### config.mk
export PLATFORM = sky130hd
export DESIGN_NAME = scou_unit
export DESIGN_NICKNAME = d
export VERILOG_FILES = /design/src/common/scou_pkg.sv /design/src/logic/scou_unit.sv
export VERILOG_INCLUDE_DIRS = /design/src /design/src/common
export SDC_FILE = /design/constraint.sdc
export NUM_CORES = 1
export LEC_CHECK = 0
export ABC_AREA = 0
export BUFFER_PORTS_ARGS = -buffer_cell sky130_fd_sc_hd__buf_4
export CORE_UTILIZATION = 50
export CTS_CLUSTER_SIZE = 25
export DETAILED_ROUTE_END_ITERATION = 10
export PLACE_DENSITY = 0.76
export SLEW_MARGIN = 20
export SYNTH_ARGS = -nofsm -noshare
export SYNTH_HDL_FRONTEND = slang
export SYNTH_SLANG_ARGS = --single-unit
export TNS_END_PERCENT = 100
### constraint.sdc
create_clock -name sys_clk_i -period 4.3 [get_ports sys_clk_i]
set_input_delay 0.645 -clock sys_clk_i [delete_from_list [all_inputs] [get_ports sys_clk_i]]
set_output_delay 0.645 -clock sys_clk_i [all_outputs]
set_load 0.02 [all_outputs]
### src/common/scou_map.svh
// register offsets, field positions and reset values of the compare unit
`ifndef SCOU_MAP_SVH
`define SCOU_MAP_SVH
`define SCOU_OFF_CTRL1 12'h000
`define SCOU_OFF_CTRL2 12'h004
`define SCOU_OFF_PRIM 12'h008
`define SCOU_OFF_SEC 12'h00c
`define SCOU_OFF_TIMER 12'h010
`define SCOU_OFF_STAT 12'h014
`define SCOU_MODE_LSB 0
`define SCOU_SEL_LSB 0
`define SCOU_TRIGSTAT_BIT 6
`define SCOU_TRIGSEL_BIT 7
`define SCOU_FLAG_BIT 0
`define SCOU_OUT_BIT 1
`define SCOU_SEL_NONE 5'h00
`define SCOU_SEL_SELF 5'h1f
`define SCOU_RST_WORD 32'h0000_0000
`endif

### src/common/scou_pkg.sv
// types shared by the compare unit
package scou_pkg;
  typedef enum logic [2:0] {
    MODE_OFF = 3'h0,
    MODE_SET_HIGH = 3'h1,
    MODE_SET_LOW = 3'h2,
    MODE_TOGGLE = 3'h3
  } scou_mode_e;

  typedef enum logic {
    TRG_HELD = 1'h0,
    TRG_RUN = 1'h1
  } scou_trig_e;

  typedef struct packed {
    logic psel;
    logic penable;
    logic pwrite;
    logic [11:0] paddr;
    logic [31:0] pwdata;
  } scou_apb_req_s;

  typedef struct packed {
    logic pready;
    logic pslverr;
    logic [31:0] prdata;
  } scou_apb_rsp_s;
endpackage

### src/logic/scou_unit.sv
// single compare output channel with apb registers and own timer
// How it works
// sync pulse clears the timer
// trigger mode holds timer until pulse
// one bit picks sync or trigger
// bit one means trigger, zero sync
// selector zero: free-running timer
// selector all ones: reset at secondary
// sync pulse out at secondary match
// mode 001: low, then high on match
// mode 010: high, then low on match
// mode 011: low, toggle every match
// mode 000 disables the channel
// flag only when output level changes
// pin changes one clock after match
// set level holds until mode change
// timer counts up, clears next clock
// flag two clocks after pin change
// output resets low; software sets toggle
// primary beyond period: no event
// primary equal period: normal match
// held timer with zero primary: no event
// cleared primary after event: no change
// one equality match per clock
//
// Design decisions made here: register access over APB and the register offsets.
`include "scou_map.svh"

module scou_unit #(
  parameter int TW = 16,
  parameter int NSRC = 32
) (
  input wire logic sys_clk_i,
  input wire logic reset_i,
  input wire scou_pkg::scou_apb_req_s apb_req_i,
  output scou_pkg::scou_apb_rsp_s apb_rsp_o,
  input wire logic [NSRC-1:0] peer_sync_i,
  output logic compare_output_pin_o,
  output logic channel_interrupt_flag_o,
  output logic sync_out_o
);

  // apb decode
  function automatic logic hit(input logic [11:0] a,
                               input logic [11:0] off);
    hit = (a == off);
  endfunction

  scou_pkg::scou_apb_rsp_s rsp_q;
  scou_pkg::scou_mode_e compare_mode_code_q;
  scou_pkg::scou_trig_e trig_q;
  logic [4:0] sync_source_select_q;
  logic trigger_not_sync_select_q;
  logic [TW-1:0] primary_compare_value_q;
  logic [TW-1:0] secondary_compare_value_q;
  logic [TW-1:0] channel_timer_q;
  logic [TW-1:0] channel_timer_d;
  logic out_q;
  logic chg1_q;
  logic chg2_q;
  logic flag_q;
  logic sync_out_q;
  logic [NSRC-1:0] ps1_q;
  logic [NSRC-1:0] ps2_q;

  logic setup;
  logic wr_en;
  logic wr_ctrl1;
  logic wr_ctrl2;
  logic wr_stat;
  logic mapped;
  logic running;
  logic own_eq;
  logic sync_evt;
  logic match;
  logic new_out;
  logic chg;
  logic sw_out;
  logic [31:0] rd_word;

  assign setup = apb_req_i.psel && !apb_req_i.penable;
  // write lands in the access cycle, the one the master samples
  assign wr_en = apb_req_i.psel && apb_req_i.penable &&
                 rsp_q.pready && apb_req_i.pwrite;
  assign wr_ctrl1 = wr_en && hit(apb_req_i.paddr, `SCOU_OFF_CTRL1);
  assign wr_ctrl2 = wr_en && hit(apb_req_i.paddr, `SCOU_OFF_CTRL2);
  assign wr_stat = wr_en && hit(apb_req_i.paddr, `SCOU_OFF_STAT);

  assign mapped = hit(apb_req_i.paddr, `SCOU_OFF_CTRL1) ||
                  hit(apb_req_i.paddr, `SCOU_OFF_CTRL2) ||
                  hit(apb_req_i.paddr, `SCOU_OFF_PRIM) ||
                  hit(apb_req_i.paddr, `SCOU_OFF_SEC) ||
                  hit(apb_req_i.paddr, `SCOU_OFF_TIMER) ||
                  hit(apb_req_i.paddr, `SCOU_OFF_STAT);

  always_comb begin
    rd_word = `SCOU_RST_WORD;
    case (apb_req_i.paddr)
      `SCOU_OFF_CTRL1: begin
        rd_word[`SCOU_MODE_LSB +: 3] = compare_mode_code_q;
      end
      `SCOU_OFF_CTRL2: begin
        rd_word[`SCOU_SEL_LSB +: 5] = sync_source_select_q;
        rd_word[`SCOU_TRIGSTAT_BIT] = trig_q;
        rd_word[`SCOU_TRIGSEL_BIT] = trigger_not_sync_select_q;
      end
      `SCOU_OFF_PRIM: begin
        rd_word[TW-1:0] = primary_compare_value_q;
      end
      `SCOU_OFF_SEC: begin
        rd_word[TW-1:0] = secondary_compare_value_q;
      end
      `SCOU_OFF_TIMER: begin
        rd_word[TW-1:0] = channel_timer_q;
      end
      `SCOU_OFF_STAT: begin
        rd_word[`SCOU_FLAG_BIT] = flag_q;
        rd_word[`SCOU_OUT_BIT] = out_q;
      end
      default: begin
        rd_word = `SCOU_RST_WORD;
      end
    endcase
  end

  // zero wait: ready rises for the first access cycle only
  always_ff @(posedge sys_clk_i or posedge reset_i) begin
    if (reset_i) begin
      rsp_q <= '0;
    end else begin
      rsp_q.pready <= setup;
      if (setup) begin
        rsp_q.prdata <= apb_req_i.pwrite ? `SCOU_RST_WORD : rd_word;
        rsp_q.pslverr <= !mapped;
      end
    end
  end

  // control registers
  always_ff @(posedge sys_clk_i or posedge reset_i) begin
    if (reset_i) begin
      compare_mode_code_q <= scou_pkg::MODE_OFF;
      sync_source_select_q <= `SCOU_SEL_NONE;
      trigger_not_sync_select_q <= 1'h0;
    end else begin
      if (wr_ctrl1) begin
        // dual-compare and pwm codes are not built; they read as off
        compare_mode_code_q <=
          (apb_req_i.pwdata[`SCOU_MODE_LSB +: 3] > 3'h3) ?
          scou_pkg::MODE_OFF :
          scou_pkg::scou_mode_e'(apb_req_i.pwdata[`SCOU_MODE_LSB +: 3]);
      end
      if (wr_ctrl2) begin
        sync_source_select_q <= apb_req_i.pwdata[`SCOU_SEL_LSB +: 5];
        trigger_not_sync_select_q <=
          apb_req_i.pwdata[`SCOU_TRIGSEL_BIT];
      end
    end
  end

  always_ff @(posedge sys_clk_i or posedge reset_i) begin
    if (reset_i) begin
      primary_compare_value_q <= '0;
      secondary_compare_value_q <= '0;
    end else begin
      if (wr_en && hit(apb_req_i.paddr, `SCOU_OFF_PRIM)) begin
        primary_compare_value_q <= apb_req_i.pwdata[TW-1:0];
      end
      if (wr_en && hit(apb_req_i.paddr, `SCOU_OFF_SEC)) begin
        secondary_compare_value_q <= apb_req_i.pwdata[TW-1:0];
      end
    end
  end

  // peer pulses come from elsewhere, so two flops first
  always_ff @(posedge sys_clk_i or posedge reset_i) begin
    if (reset_i) begin
      ps1_q <= '0;
      ps2_q <= '0;
    end else begin
      ps1_q <= peer_sync_i;
      ps2_q <= ps1_q;
    end
  end

  assign own_eq = (channel_timer_q == secondary_compare_value_q);

  always_comb begin
    case (sync_source_select_q)
      `SCOU_SEL_NONE: sync_evt = 1'h0;
      `SCOU_SEL_SELF: sync_evt = own_eq;
      default: sync_evt = ps2_q[sync_source_select_q];
    endcase
  end

  // trigger status: the event wins over a software clear
  always_ff @(posedge sys_clk_i or posedge reset_i) begin
    if (reset_i) begin
      trig_q <= scou_pkg::TRG_HELD;
    end else begin
      case (trig_q)
        scou_pkg::TRG_HELD: begin
          if (trigger_not_sync_select_q && sync_evt) begin
            trig_q <= scou_pkg::TRG_RUN;
          end
        end
        scou_pkg::TRG_RUN: begin
          if (wr_ctrl2 && !apb_req_i.pwdata[`SCOU_TRIGSTAT_BIT] &&
              !(trigger_not_sync_select_q && sync_evt)) begin
            trig_q <= scou_pkg::TRG_HELD;
          end
        end
        default: trig_q <= scou_pkg::TRG_HELD;
      endcase
    end
  end

  assign running = (compare_mode_code_q != scou_pkg::MODE_OFF) &&
                   (!trigger_not_sync_select_q ||
                    trig_q == scou_pkg::TRG_RUN);

  always_comb begin
    if (!running) begin
      channel_timer_d = '0;
    end else if (!trigger_not_sync_select_q && sync_evt) begin
      channel_timer_d = '0;
    end else begin
      channel_timer_d = channel_timer_q + 1'b1;
    end
  end

  always_ff @(posedge sys_clk_i or posedge reset_i) begin
    if (reset_i) begin
      channel_timer_q <= '0;
    end else begin
      channel_timer_q <= channel_timer_d;
    end
  end

  // plain equality; a value past the period never matches
  assign match = running &&
                 (channel_timer_q == primary_compare_value_q);

  always_comb begin
    case (compare_mode_code_q)
      scou_pkg::MODE_SET_HIGH: new_out = 1'h1;
      scou_pkg::MODE_SET_LOW: new_out = 1'h0;
      scou_pkg::MODE_TOGGLE: new_out = !out_q;
      default: new_out = out_q;
    endcase
  end

  assign chg = match && (new_out != out_q);
  // only a write that really sets the level may swallow the flag
  assign sw_out = wr_ctrl1 ||
                  (wr_stat && compare_mode_code_q == scou_pkg::MODE_TOGGLE);

  // output level; a mode write sets the starting level
  always_ff @(posedge sys_clk_i or posedge reset_i) begin
    if (reset_i) begin
      out_q <= 1'h0;
    end else if (wr_ctrl1) begin
      out_q <= (apb_req_i.pwdata[`SCOU_MODE_LSB +: 3] ==
                scou_pkg::MODE_SET_LOW);
    end else if (wr_stat &&
                 compare_mode_code_q == scou_pkg::MODE_TOGGLE) begin
      out_q <= apb_req_i.pwdata[`SCOU_OUT_BIT];
    end else if (chg) begin
      out_q <= new_out;
    end
  end

  // two-stage delay from pin change to flag
  always_ff @(posedge sys_clk_i or posedge reset_i) begin
    if (reset_i) begin
      chg1_q <= 1'h0;
      chg2_q <= 1'h0;
    end else begin
      chg1_q <= chg && !sw_out;
      chg2_q <= chg1_q;
    end
  end

  // flag: write one to clear, a same-cycle set wins
  always_ff @(posedge sys_clk_i or posedge reset_i) begin
    if (reset_i) begin
      flag_q <= 1'h0;
    end else if (chg2_q) begin
      flag_q <= 1'h1;
    end else if (wr_stat && apb_req_i.pwdata[`SCOU_FLAG_BIT]) begin
      flag_q <= 1'h0;
    end
  end

  always_ff @(posedge sys_clk_i or posedge reset_i) begin
    if (reset_i) begin
      sync_out_q <= 1'h0;
    end else begin
      sync_out_q <= running && own_eq;
    end
  end

  assign apb_rsp_o = rsp_q;
  assign compare_output_pin_o = out_q;
  assign channel_interrupt_flag_o = flag_q;
  assign sync_out_o = sync_out_q;
endmodule

======== Yosys cells after proc, flatten, opt, wreduce, memory -nomap -nowiden ========
Cells that the tools add are included.
operators by class
  add/sub/neg operators ................... 1
  order comparisons ....................... 2
  equality and inequality tests ........... 13
  muxes and demuxes ....................... 22
  bitwise operators ....................... 1
  reductions and logical operators ........ 39
operators with widths
  kind                     number
  $mux W16                 3
  $eq A16 B16 Y1           2
  $eq A12 B4 Y1 const B    2
  $eq A12 B5 Y1 const B    2
  $pmux W8 S3              1
  $logic_and A1 B1 Y1      20
  $add A16 B1 Y16 const B  1
  $pmux W2 S4              2
  $eq A12 B3 Y1 const B    1
  $logic_not A12 Y1        1
  $pmux W2 S6              1
  $eq A3 B2 Y1 const B     3
  $mux W1                  8
  $logic_not A1 Y1         7
  $logic_or A1 B1 Y1       7
  $lt A5 B6 Y1 const B     1
  $pmux W1 S3              2
  $reduce_bool A3 Y1       2
  $bmux W1 S5              1
  $eq A5 B5 Y1 const B     1
  $logic_not A5 Y1         1
  $pmux W1 S5              1
  $pmux W1 S2              2
  $eq A3 B1 Y1 const B     1
  5 further kinds          5
storage, ports and cells
  register bits ........................... 161

======== Depth between registers and ports, before layout ========
Gate-level depths: netlist (run 1).
  depth in word-level cells ............... 8
  gate-level depth with buffers ........... 8
  depth with buffers taken out ............ 6

======== Worst setup path after synthesis (run 1) ========
No wires, ideal clock.
  path kind ............................... input-to-reg
  start point ............................. in apb_req_i[35] (netlist name)
  end point ............................... reg primary_compare_value_q[0]
  data arrival time ....................... 2,219 ps
  required time ........................... 4,175 ps
  path slack .............................. 1,956 ps
  stages on the path ...................... 6
  path through ............................ clkbuf_1 > nor2b_1 > nand4_1 > nor3_2 > buf_2 > mux2_2
between the ends
  longest elaborated chain between the ends .. 2
RTL lines
  element               line              RTL
  from (decl)           scou_unit.sv:35   input wire scou_pkg::scou_apb_req_s apb_req_i,
  $eq A12 B4 Y1         scou_unit.sv:46   hit = (a == off);
  $logic_and A1 B1 Y1   scou_unit.sv:166  if (wr_en && hit(apb_req_i.paddr, `SCOU_OFF_PRIM)) begin
  to (signal assigned)  scou_unit.sv:167  primary_compare_value_q <= apb_req_i.pwdata[TW-1:0];
  to (decl)             scou_unit.sv:54   logic [TW-1:0] primary_compare_value_q;
No other way between the ends.
A chain may end at the register's enable or synchronous reset.

======== Worst setup path after layout (run 1) ========
  start point ............................. reg sync_source_select_q[1]
  end point ............................... reg channel_timer_q[5]
between the ends
  longest elaborated chain between the ends .. 6
RTL lines
  element                        line              RTL
  from (decl)                    scou_unit.sv:52   logic [4:0] sync_source_select_q;
  from (signal assigned)         scou_unit.sv:143  sync_source_select_q <= `SCOU_SEL_NONE;
  from (signal assigned)         scou_unit.sv:154  sync_source_select_q <= apb_req_i.pwdata[`SCOU_SEL_LSB +: 5];
  $bmux W1 S5                    scou_unit.sv:192  default: sync_evt = ps2_q[sync_source_select_q];
  $mux W1 (implied by the code)  scou_unit.sv:192
  $pmux W1 S2 (*)                scou_unit.sv:189  case (sync_source_select_q)
  $logic_and A1 B1 Y1 (*)        scou_unit.sv:225  end else if (!trigger_not_sync_select_q && sync_evt) begin
  $mux W16 (*)                   scou_unit.sv:225
  $mux W16 (*)                   scou_unit.sv:223  if (!running) begin
  via channel_timer_d[5]         scou_unit.sv:57   logic [TW-1:0] channel_timer_d;
  to (signal assigned)           scou_unit.sv:236  channel_timer_q <= channel_timer_d;
  to (decl)                      scou_unit.sv:56   logic [TW-1:0] channel_timer_q;
The timed path passes the listed nets; every way through them passes the cells marked *. The select of a mux whose other input is x is not followed.

==> impl_metrics.py, run 1 <==
metrics = {
    "run_status": {
        "status": "complete, no violations",
    },
    "clocking": {
        "cts_resized": 0,
        "clkTransAtPathRegs_ns": 0.06,
        "cts.hold.buffers_added": 0,
        "numCtsBuffers": 17,
        "cts.path.max_buffers": 2,
        "cts-root-buf": "clkbuf_16",
        "ctsHtreeMaxLevel": 4,
        "insertion_delay_ns": 0.43,
        "cts_setup_buffers": 0,
        "cts_tree": "built",
        "cts.sinks": 141,
    },
    "floorplanning": {
        "fp.dieW_um": 113,
        "design.core.area_um2": 12000,
        "core.rowCount": 40,
        "pin_count": 118,
        "die-area_um2": 12800,
        "initial_utilization_pct": 51.5,
        "die_h_um": 113,
    },
    "power_and_ir_drop": {
        "p_leak_nw": 3.48,
        "power_density_nw_per_um2": 397,
        "total_power_mw": 2.95,
        "vdd_ir_drop_max_v": 0.000285,
    },
    "sta": {
        "finalSetupViolCount": 0,
        "rsz0062_at_grt": "no",
        "hold_viol": 0,
        "relSlewSlack_pct": 32.7,
        "setup_ws_ns": 1.31,
        "period_share_pct": 69.5,
        "fin_crit_ns": 2.99,
        "final.setup_skew_ns": 0.00936,
        "tns_ns": 0,
        "worst_pin_slew_ns": 1.01,
        "drv_slew": 0,
        "max_freq_ghz": 0.334,
    },
    "cells_and_area": {
        "fin_area_um2": 7440,
        "layout_commonest_cell": "dfrtp_1",
        "final_nets": 665,
        "n_antenna_cell": 0,
        "drive_gt1_share_pct": 29.5,
        "syn_to_final_growth_pct": 20.3,
        "layout_common_cells": "dfrtp_1, buf_4, mux2_2",
        "final_util_pct": 61.9,
    },
    "global_routing": {
        "grt_pass1_wl_um": 22000,
        "overflow": 0,
        "grt_max_degree": 82,
        "antenna_found_initial": 0,
        "grt_usage_pct": 23.1,
        "grt_pass1_vias": 4153,
    },
    "route": {
        "drt-total-wl_um": 13700,
        "ant_nets": 0,
        "vias_per_cell": 5.66,
        "drt-initial-drc-count": 274,
        "drc": 0,
        "wl_per_cell_um": 18.5,
        "num_vias": 4206,
        "drtPass1Iterations": 5,
    },
    "placed_design": {
        "pre_cts_slack_ns": 1.36,
        "gp_congestion": 0.897,
        "dpl.hpwl_um": 9700,
        "io_buffers": 83,
        "placed_area_um2": 6830,
    },
    "logic_synthesis": {
        "syn_inst": 510,
        "ys_ff_latch": 141,
        "avgSynthCellArea_um2": 12.1,
        "async_flop_share_pct": 100,
        "synth.largest_area_cell": "dfrtp_1",
        "yosys_warnings": 0,
        "synth_edf_count": 0,
        "seq_area_frac_synth_pct": 57.1,
        "synth.area.top_cells": "dfrtp_1, mux2_2, xor2_1",
        "synth_ff_type": "dfrtp_1",
        "yosys.area.top_type_share_pct": 57.1,
        "synthDistinctLibCells": 50,
        "syn_area_um2": 6180,
    },
    "run": {
        "maxCapViolCount": 0,
    },
    "worst_setup_path": {
        "crit_chain": "mux2i_1, mux4_2, mux2_4, a2111oi_4, nor4_1",
        "cp.required_ns": 4.55,
        "crit_family": "multiplexers",
        "path_max_fanout": 16,
        "path_buf_inv": 0,
        "critical_path_arrival_ns": 3.24,
        "cp_slowest_cell": "a2111oi_4",
        "endpoint_kind": "flop",
        "cp_slowest_stage_delay_ns": 0.91,
        "start_kind": "flop",
        "worstSetupPathType": "reg -> reg",
    },
    "hold_path": {
        "hp-class": "in -> reg",
    },
}
-- flip-flops by register name (all words and copies together), names as in the netlist, 3 cells and up --
register / cells
ps1_q: 30
compare_mode_code_q: 3
apb_rsp_o: 18
sync_source_select_q: 5
secondary_compare_value_q: 16
channel_timer_q: 16
primary_compare_value_q: 16
ps2_q: 30
-- report_power, final --
part	total (mW)	leakage (nW)	switching, mW	internal [mW]
sequential	1.36	1.79	0.00870	1.36
combinational	0.125	1.39	0.0716	0.0533
clock	1.46	0.294	0.611	0.852
-- metal layers --
layer | GRT usage [%] | up-vias | wire [µm]
met1 | 32.4 | 2071 | 6120
met5 | 0 | - | 0
met4 | 9.65 | 0 | 327
met2 | 35.7 | 194 | 6390
met3 | 4.28 | 29 | 892
li1 | - | 1912 | -
-- metrics by stage --
stage | hold slack [ns] | std cells
after floorplan | 0.331 | 525
after global placement | 0.333 | 711
after detailed placement | 0.335 | 711
after CTS | 0.317 | 743
after global routing | 0.315 | 743
final | 0.322 | 743
-- path summary, 6_finish.rpt --
kind | from | endpoint | slack, ns | cells past startpoint
max | sync_source_select_q[1] | channel_timer_q[5] | 1.31 | 5
min | peer_sync_i[10] | ps1_q[10] | 0.32 | 1
max reg2reg | sync_source_select_q[1] | channel_timer_q[5] | 1.31 | 5
min reg2reg | ps1_q[3] | ps2_q[3] | 0.35 | 0
max in group asynchronous | reset_i | sync_out_o | 3.34 | 3
min in group asynchronous | reset_i | chg2_q | 0.46 | 3
-- cell usage after synthesis (2+ instances only) --
cell type and n:
dfrtp_1 141, mux2_2 36, nor2_1 33, nor4_1 28, nand2_1 27, xor2_1 27, clkbuf_1 23, mux2i_1 20
o21ai_0 20, xnor2_1 19, buf_4 17, a21oi_1 13, inv_1 11, mux4_2 8, nand4_1 8, nand2b_1 7
buf_2 6, nand3_1 6, nor2b_1 5, nor3_1 5, or2_2 4, a221o_1 3, a22o_1 3, a22oi_1 3
and4_1 3, or4_1 3, a211oi_1 2, a21o_1 2, a221oi_1 2, and3_1 2, buf_1 2, nor3_2 2
nor3b_1 2
-- logic make-up after synthesis --
| group | Yosys count | share of synthesized area, % |
|---|---|---|
| other | 1 | 0.0606 |
| multiplexers | 65 | 12.9 |
| buffers and inverters | 60 | 4.92 |
| adder cells (fa/ha/maj) | 1 | 0.202 |
| AO/OA/AOI/OAI | 59 | 6.74 |
| AND/OR/NAND/NOR | 137 | 11.6 |
| XOR/XNOR | 46 | 6.51 |
| flip-flops | 141 | 57.1 |
-- area by class of cell --
type                       count  area, µm²
timing repair buffer          88        664
inverter                      11       45.0
clock inverter                13        151
clock buffer                  19        453
multi-input combinational    324       2410
fill                         948       4570
tap                          147        184
sequential                   141       3530
(Power assumes the default switching activity.)
==> run 2, diff against run 1 <==
--- a/config.mk
+++ b/config.mk
@@ -6,12 +6,12 @@
 export SDC_FILE = /design/constraint.sdc
 export NUM_CORES = 1
 export LEC_CHECK = 0
-export ABC_AREA = 0
+export ABC_AREA = 1
 export BUFFER_PORTS_ARGS = -buffer_cell sky130_fd_sc_hd__buf_4
-export CORE_UTILIZATION = 50
+export CORE_UTILIZATION = 55
 export CTS_CLUSTER_SIZE = 25
 export DETAILED_ROUTE_END_ITERATION = 10
-export PLACE_DENSITY = 0.76
+export PLACE_DENSITY = 0.79
 export SLEW_MARGIN = 20
 export SYNTH_ARGS = -nofsm -noshare
 export SYNTH_HDL_FRONTEND = slang
==> constraint.sdc (replaced) <==
create_clock -name sys_clk_i -period 3 [get_ports sys_clk_i]
set_input_delay 0.45 -clock sys_clk_i [delete_from_list [all_inputs] [get_ports sys_clk_i]]
set_output_delay 0.45 -clock sys_clk_i [all_outputs]
set_load 0.02 [all_outputs]
==> run 2 against run 1 <==
Compared with the run above:
- cell count is 34% higher
- setup slack worse by 0.43 ns
- hold slack worse by 0.19 ns
- sequential share of layout area is 0.96 points lower
- fmax is 41% higher
- sequential power is 54% higher
- clock power is 43% higher
- flip-flop and latch count is 2 higher
- via count is 24% higher
- critical path type unchanged
- critical endpoint is now channel_timer_q[15]
- largest power group is now sequential cells
==> impl_metrics.py, run 2 <==
metrics = {
    "sta": {
        "max_freq_ghz": 0.471,
        "worst_pin_slew_ns": 0.743,
        "relSlewSlack_pct": 50.5,
        "period_share_pct": 70.7,
        "rsz0062_at_grt": "no",
        "hold_viol": 0,
        "fin_crit_ns": 2.12,
        "drv_slew": 0,
        "final.setup_skew_ns": 0.00963,
        "tns_ns": 0,
        "finalSetupViolCount": 0,
    },
    "power_and_ir_drop": {
        "comb_power_share_pct": 9.8,
        "swShare_pct": 25.9,
        "p_int_mw": 3.44,
        "vdd_ir_drop_max_v": 0.000357,
        "power_density_nw_per_um2": 604,
        "p_leak_nw": 3.87,
        "p_sw_mw": 1.20,
        "power_frac_seq_pct": 45.3,
        "clockPowerShare_pct": 45.0,
    },
    "floorplanning": {
        "core.rowCount": 39,
        "design.core.area_um2": 11400,
        "fp.dieW_um": 110,
        "pin_count": 118,
        "die-area_um2": 12100,
        "initial_utilization_pct": 56.2,
        "die_h_um": 110,
    },
    "global_routing": {
        "grt_pass1_vias": 4878,
        "overflow": 0,
        "antenna_found_initial": 0,
        "grt_max_degree": 144,
        "grt_usage_pct": 26.9,
        "grt_pass1_wl_um": 23800,
    },
    "run": {
        "maxCapViolCount": 0,
    },
    "logic_synthesis": {
        "synthDistinctLibCells": 36,
        "synthTopCellsByCount": "nand2_1, dfrtp_1, inv_1",
        "synth_ff_type": "dfrtp_1",
        "ys_ff_latch": 143,
        "syn_area_um2": 6420,
        "synth_edf_count": 0,
        "yosysMostFrequentCell": "nand2_1",
        "async_flop_share_pct": 100,
        "synth.largest_area_cell": "dfrtp_1",
        "avgSynthCellArea_um2": 8.52,
        "yosys_warnings": 0,
        "yosys.area.top_type_share_pct": 55.8,
        "seq_area_frac_synth_pct": 55.8,
        "syn_inst": 753,
        "synth.area.top_cells": "dfrtp_1, nand2_1, inv_1",
    },
    "placed_design": {
        "io_buffers": 84,
        "dpl.hpwl_um": 10500,
        "gp_congestion": 0.889,
        "dp_cells": 967,
    },
    "cells_and_area": {
        "layout_common_cells": "nand2_1, dfrtp_1, inv_1",
        "final_nets": 925,
        "drive_gt1_share_pct": 16.8,
        "n_antenna_cell": 0,
        "layout_commonest_cell": "nand2_1",
        "syn_to_final_growth_pct": 20.0,
        "finalNonFillerCells": 998,
    },
    "worst_setup_path": {
        "critical_path_arrival_ns": 2.47,
        "cp.required_ns": 3.35,
        "worstSetupPathType": "reg -> reg",
        "r2r_slack_ns": 0.88,
        "path_max_fanout": 18,
        "start_kind": "flop",
        "endpoint_kind": "flop",
    },
    "route": {
        "wl_per_cell_um": 14.9,
        "vias_per_cell": 5.21,
        "drtPass1Iterations": 5,
        "drt-initial-drc-count": 369,
        "ant_nets": 0,
        "drt-total-wl_um": 14900,
        "num_vias": 5196,
        "drc": 0,
    },
    "clocking": {
        "numCtsBuffers": 17,
        "cts-root-buf": "clkbuf_16",
        "cts_resized": 0,
        "insertion_delay_ns": 0.43,
        "ctsHtreeMaxLevel": 4,
        "cts_tree": "built",
        "cts.hold.buffers_added": 0,
        "clkTransAtPathRegs_ns": 0.07,
        "cts_setup_buffers": 0,
        "cts.sinks": 143,
        "cts.path.max_buffers": 2,
    },
    "hold_path": {
        "hp-class": "in -> reg",
    },
    "run_status": {
        "status": "complete, no violations",
    },
}
run 2: changes by cell type after synthesis, moves of 26 or more:
cell,before,now
inv_1,11,101
mux2_2,36,0
nand2_1,27,216
nand3_1,6,42
nor4_1,28,2
o21ai_0,20,61
run 2: final cells by class:
type / instances / area (µm²)
Fill cell: 931 / 3720
Sequential cell: 143 / 3580
Multi-Input combinational cell: 486 / 2280
Timing Repair Buffer: 88 / 673
Clock buffer: 18 / 429
Inverter: 107 / 408
Tap cell: 143 / 179
Clock inverter: 13 / 154
run 2: final timing paths:
check                                       end                     from  cells after the start
min                                    ps1_q[8]           peer_sync_i[8]                      1
max reg2reg                 channel_timer_q[15]  sync_source_select_q[0]                     11
min reg2reg                            ps2_q[1]                 ps1_q[1]                      0
max                         channel_timer_q[15]  sync_source_select_q[0]                     11
min in group asynchronous  compare_output_pin_o                  reset_i                      3
max in group asynchronous              ps2_q[2]                  reset_i                      3
run 2: power by group through the flow:
stage	logic, mW	clock network, mW	registers, mW
2_1_floorplan	0.299	0	2.13
3_3_place_gp	0.444	0	2.13
4_1_cts	0.457	2.12	2.10
6_report	0.454	2.09	2.10
3_5_place_dp	0.452	0	2.14
5_1_grt	0.511	2.20	2.11
run 2: cell families after synthesis:
logic type | count (synthesis) | synth area share [%]
buf+inv | 139 | 9.63
fa+ha+maj | 1 | 0.195
compound gates | 95 | 8.13
xor+xnor | 21 | 2.87
other cells | 1 | 0.0584
flops | 143 | 55.8
simple gates | 353 | 23.4
run 2: critical path: stages (launching register included):
cell and delay (ns):
dfrtp_1 0.76, inv_4 0.21, or2_1 0.26, nand2_1 0.06, nand2_1 0.06, nand2_1 0.05, nand4_1 0.08, nand2_1 0.08
nand2_1 0.08, nand2_2 0.08, nand2_4 0.16, nor2_1 0.16
run 2: metal layers:
layer	vias to the layer above	wire length [µm]	GRT usage, %
li1	2521	-	-
met1	2434	6740	36.5
met2	218	6790	41.3
met3	23	1030	6.17
met4	0	320	12.1
met5	-	0	0
run 2: per-stage QoR:
stage | worst slack (ns) | util (%) | hold slack, ns | instance area [µm²] | total power [mW]
5_1_grt | 0.682 | 67.4 | 0.118 | 7700 | 4.82
6_report | 0.878 | 67.4 | 0.128 | 7700 | 4.65
2_1_floorplan | 0.759 | - | 0.331 | 6480 | 2.43
4_1_cts | 0.918 | 67.4 | 0.114 | 7700 | 4.68
3_5_place_dp | 0.785 | 62.3 | 0.336 | 7120 | 2.59
3_3_place_gp | 0.889 | 62.3 | 0.332 | 7120 | 2.57
==> run 3, diff against run 2 <==
--- a/config.mk
+++ b/config.mk
@@ -8,10 +8,10 @@
 export LEC_CHECK = 0
 export ABC_AREA = 1
 export BUFFER_PORTS_ARGS = -buffer_cell sky130_fd_sc_hd__buf_4
-export CORE_UTILIZATION = 55
+export CORE_UTILIZATION = 50
 export CTS_CLUSTER_SIZE = 25
 export DETAILED_ROUTE_END_ITERATION = 10
-export PLACE_DENSITY = 0.79
+export PLACE_DENSITY = 0.76
 export SLEW_MARGIN = 20
 export SYNTH_ARGS = -nofsm -noshare
 export SYNTH_HDL_FRONTEND = slang
==> constraint.sdc (replaced) <==
create_clock -name sys_clk_i -period 1.77 [get_ports sys_clk_i]
set_input_delay 0.2655 -clock sys_clk_i [delete_from_list [all_inputs] [get_ports sys_clk_i]]
set_output_delay 0.2655 -clock sys_clk_i [all_outputs]
set_load 0.02 [all_outputs]
==> run 3 against run 2 <==
Compared with the run above:
- the flow now finishes with violations (setup timing)
- setup slack got worse by 0.91 ns
- clock-buffer cell count is the same
- largest cell class unchanged
- global-route usage fell by 1.2 points
- sequential power rose by 70%
==> impl_metrics.py, run 3 (synthesis results as in run 2) <==
metrics = {
    "sta": {
        "final.setup_skew_ns": 0.0126,
        "setup_ws_ns": -0.0348,
        "hold_viol": 0,
        "fin_crit_ns": 1.80,
        "period_share_pct": 102,
        "rsz0062_at_grt": "yes",
        "tns_ns": -0.207,
        "max_freq_ghz": 0.554,
        "holdWs_ns": 0.0281,
        "drv_slew": 0,
        "finalSetupViolCount": 11,
    },
    "clocking": {
        "cts.sinks": 143,
        "cts-root-buf": "clkbuf_16",
        "numCtsBuffers": 17,
        "ctsHtreeMaxLevel": 4,
        "cts.path.max_buffers": 2,
        "cts_tree": "built",
        "insertion_delay_ns": 0.44,
        "clkTransAtPathRegs_ns": 0.07,
    },
    "placed_design": {
        "io_buffers": 84,
        "gp_congestion": 0.904,
        "dp_cells": 1045,
        "dpl.hpwl_um": 10700,
        "pre_cts_slack_ns": -0.0644,
        "placed_area_um2": 7540,
    },
    "cells_and_area": {
        "layout_common_cells": "nand2_1, buf_4, dfrtp_1",
        "final_util_pct": 70.0,
        "final_nets": 1026,
        "n_fill_cell": 922,
        "fin_area_um2": 8790,
        "syn_to_final_growth_pct": 37.0,
        "layout_commonest_cell": "nand2_1",
        "n_antenna_cell": 0,
        "drive_gt1_share_pct": 26.1,
        "finalNonFillerCells": 1129,
    },
    "worst_setup_path": {
        "worstSetupPathType": "reg -> reg",
        "start_kind": "flop",
        "endpoint_kind": "flop",
        "cp.required_ns": 2.09,
        "path_max_fanout": 8,
        "critical_path_arrival_ns": 2.12,
        "rr_worst_depth": 13,
    },
    "floorplanning": {
        "die-area_um2": 13300,
        "initial_utilization_pct": 51.1,
        "pin_count": 118,
        "fp.dieW_um": 115,
        "core.rowCount": 41,
        "die_h_um": 115,
        "design.core.area_um2": 12600,
    },
    "global_routing": {
        "grt_pass1_vias": 5381,
        "antenna_found_initial": 0,
        "grt_pass1_wl_um": 25400,
        "grt_max_degree": 75,
        "overflow": 0,
        "grt_usage_pct": 25.6,
    },
    "route": {
        "num_vias": 5676,
        "drtPass1Iterations": 7,
        "drt-total-wl_um": 16700,
        "vias_per_cell": 5.03,
        "drt-initial-drc-count": 533,
        "ant_nets": 0,
        "wl_per_cell_um": 14.8,
        "drc": 0,
    },
    "power_and_ir_drop": {
        "comb_power_share_pct": 13.8,
        "swShare_pct": 27.7,
        "p_sw_mw": 2.31,
        "vdd_ir_drop_max_v": 0.00112,
        "power_density_nw_per_um2": 949,
        "p_int_mw": 6.04,
        "clockPowerShare_pct": 43.4,
        "power_frac_seq_pct": 42.8,
        "p_leak_nw": 4.37,
        "total_power_mw": 8.35,
    },
    "run": {
        "maxCapViolCount": 0,
    },
    "run_status": {
        "status": "complete, but fails checks",
        "failed_checks": "setup timing",
    },
    "hold_path": {
        "hold_depth": 2,
        "hp-class": "in -> reg",
    },
}
-- run 3: changes by cell type in the layout (fill, tap and decap cells not counted), moves of 4 or more --
cell           change
nand2_1           -12
nor2_2             +5
nor2_4             +4
buf_4             +61
nand2_2           +11
inv_1              -4
dlygate4sd3_1     +32
dfrtp_1            -7
dfrtp_2            +7
buf_6              +5
nor2_1             -9
-- run 3: final timing paths --
kind                                     from            endpoint  slack [ns]
setup reg to reg           channel_timer_q[0]  channel_timer_q[4]       -0.03
hold / removal                  apb_req_i[45]       apb_rsp_o[33]        0.03
max in group asynchronous             reset_i  channel_timer_q[9]        0.84
setup / recovery           channel_timer_q[0]  channel_timer_q[4]       -0.03
hold reg to reg                     ps1_q[15]           ps2_q[15]        0.35
min in group asynchronous             reset_i              chg2_q        0.29
-- run 3: final cells by class --
cell class                      count  area, µm²  area share [%]
Clock buffer                       18        439            4.99
Clock inverter                     14        166            1.89
Inverter                          107        418            4.75
Multi-Input combinational cell    487       2420            27.5
Sequential cell                   143       3590            40.8
Tap cell                          172        215            2.45
Timing Repair Buffer              188       1550            17.6
-- run 3: routing by layer --
layer / GRT usage, % / vias to the layer above / wire length, µm
met2: 41.1 / 283 / 7900
met5: 0 / - / 0
met3: 6.69 / 58 / 1320
li1: - / 2718 / -
met1: 33.3 / 2617 / 6930
met4: 10.6 / 0 / 579
-- run 3: what timing repair did --
action / 4_1_cts / 5_1_grt
hold endpoints to repair: 34 / 0
endpoints found under the setup margin: 16 / 17
hold buffers: 32 / 0
gates cloned: 0 / 1
pin swaps: 1 / 16
gates resized for setup: 5 / 50
setup buffers: 0 / 19
-- run 3: worst max-delay path, cell delays in order (launching register included) --
cell and delay, ns:
dfrtp_2 0.45, buf_6 0.13, nand2_2 0.06, nand2_2 0.05, nor2_2 0.13, nand2_1 0.07, nor2_1 0.11, nand2_2 0.11
nand2_2 0.09, nand2_2 0.05, nand2_2 0.10, nand2_4 0.11, nand2_8 0.15, nor2_2 0.05
-- run 3: power groups by stage --
| stage | sequential, mW | combinational, mW | clock, mW |
|---|---|---|---|
| 6_report | 3.57 | 1.16 | 3.62 |
| 4_1_cts | 3.56 | 0.898 | 3.63 |
| 3_3_place_gp | 3.61 | 0.825 | 0 |
| 3_5_place_dp | 3.62 | 0.837 | 0 |
| 5_1_grt | 3.59 | 1.27 | 3.77 |
| 2_1_floorplan | 3.61 | 0.508 | 0 |
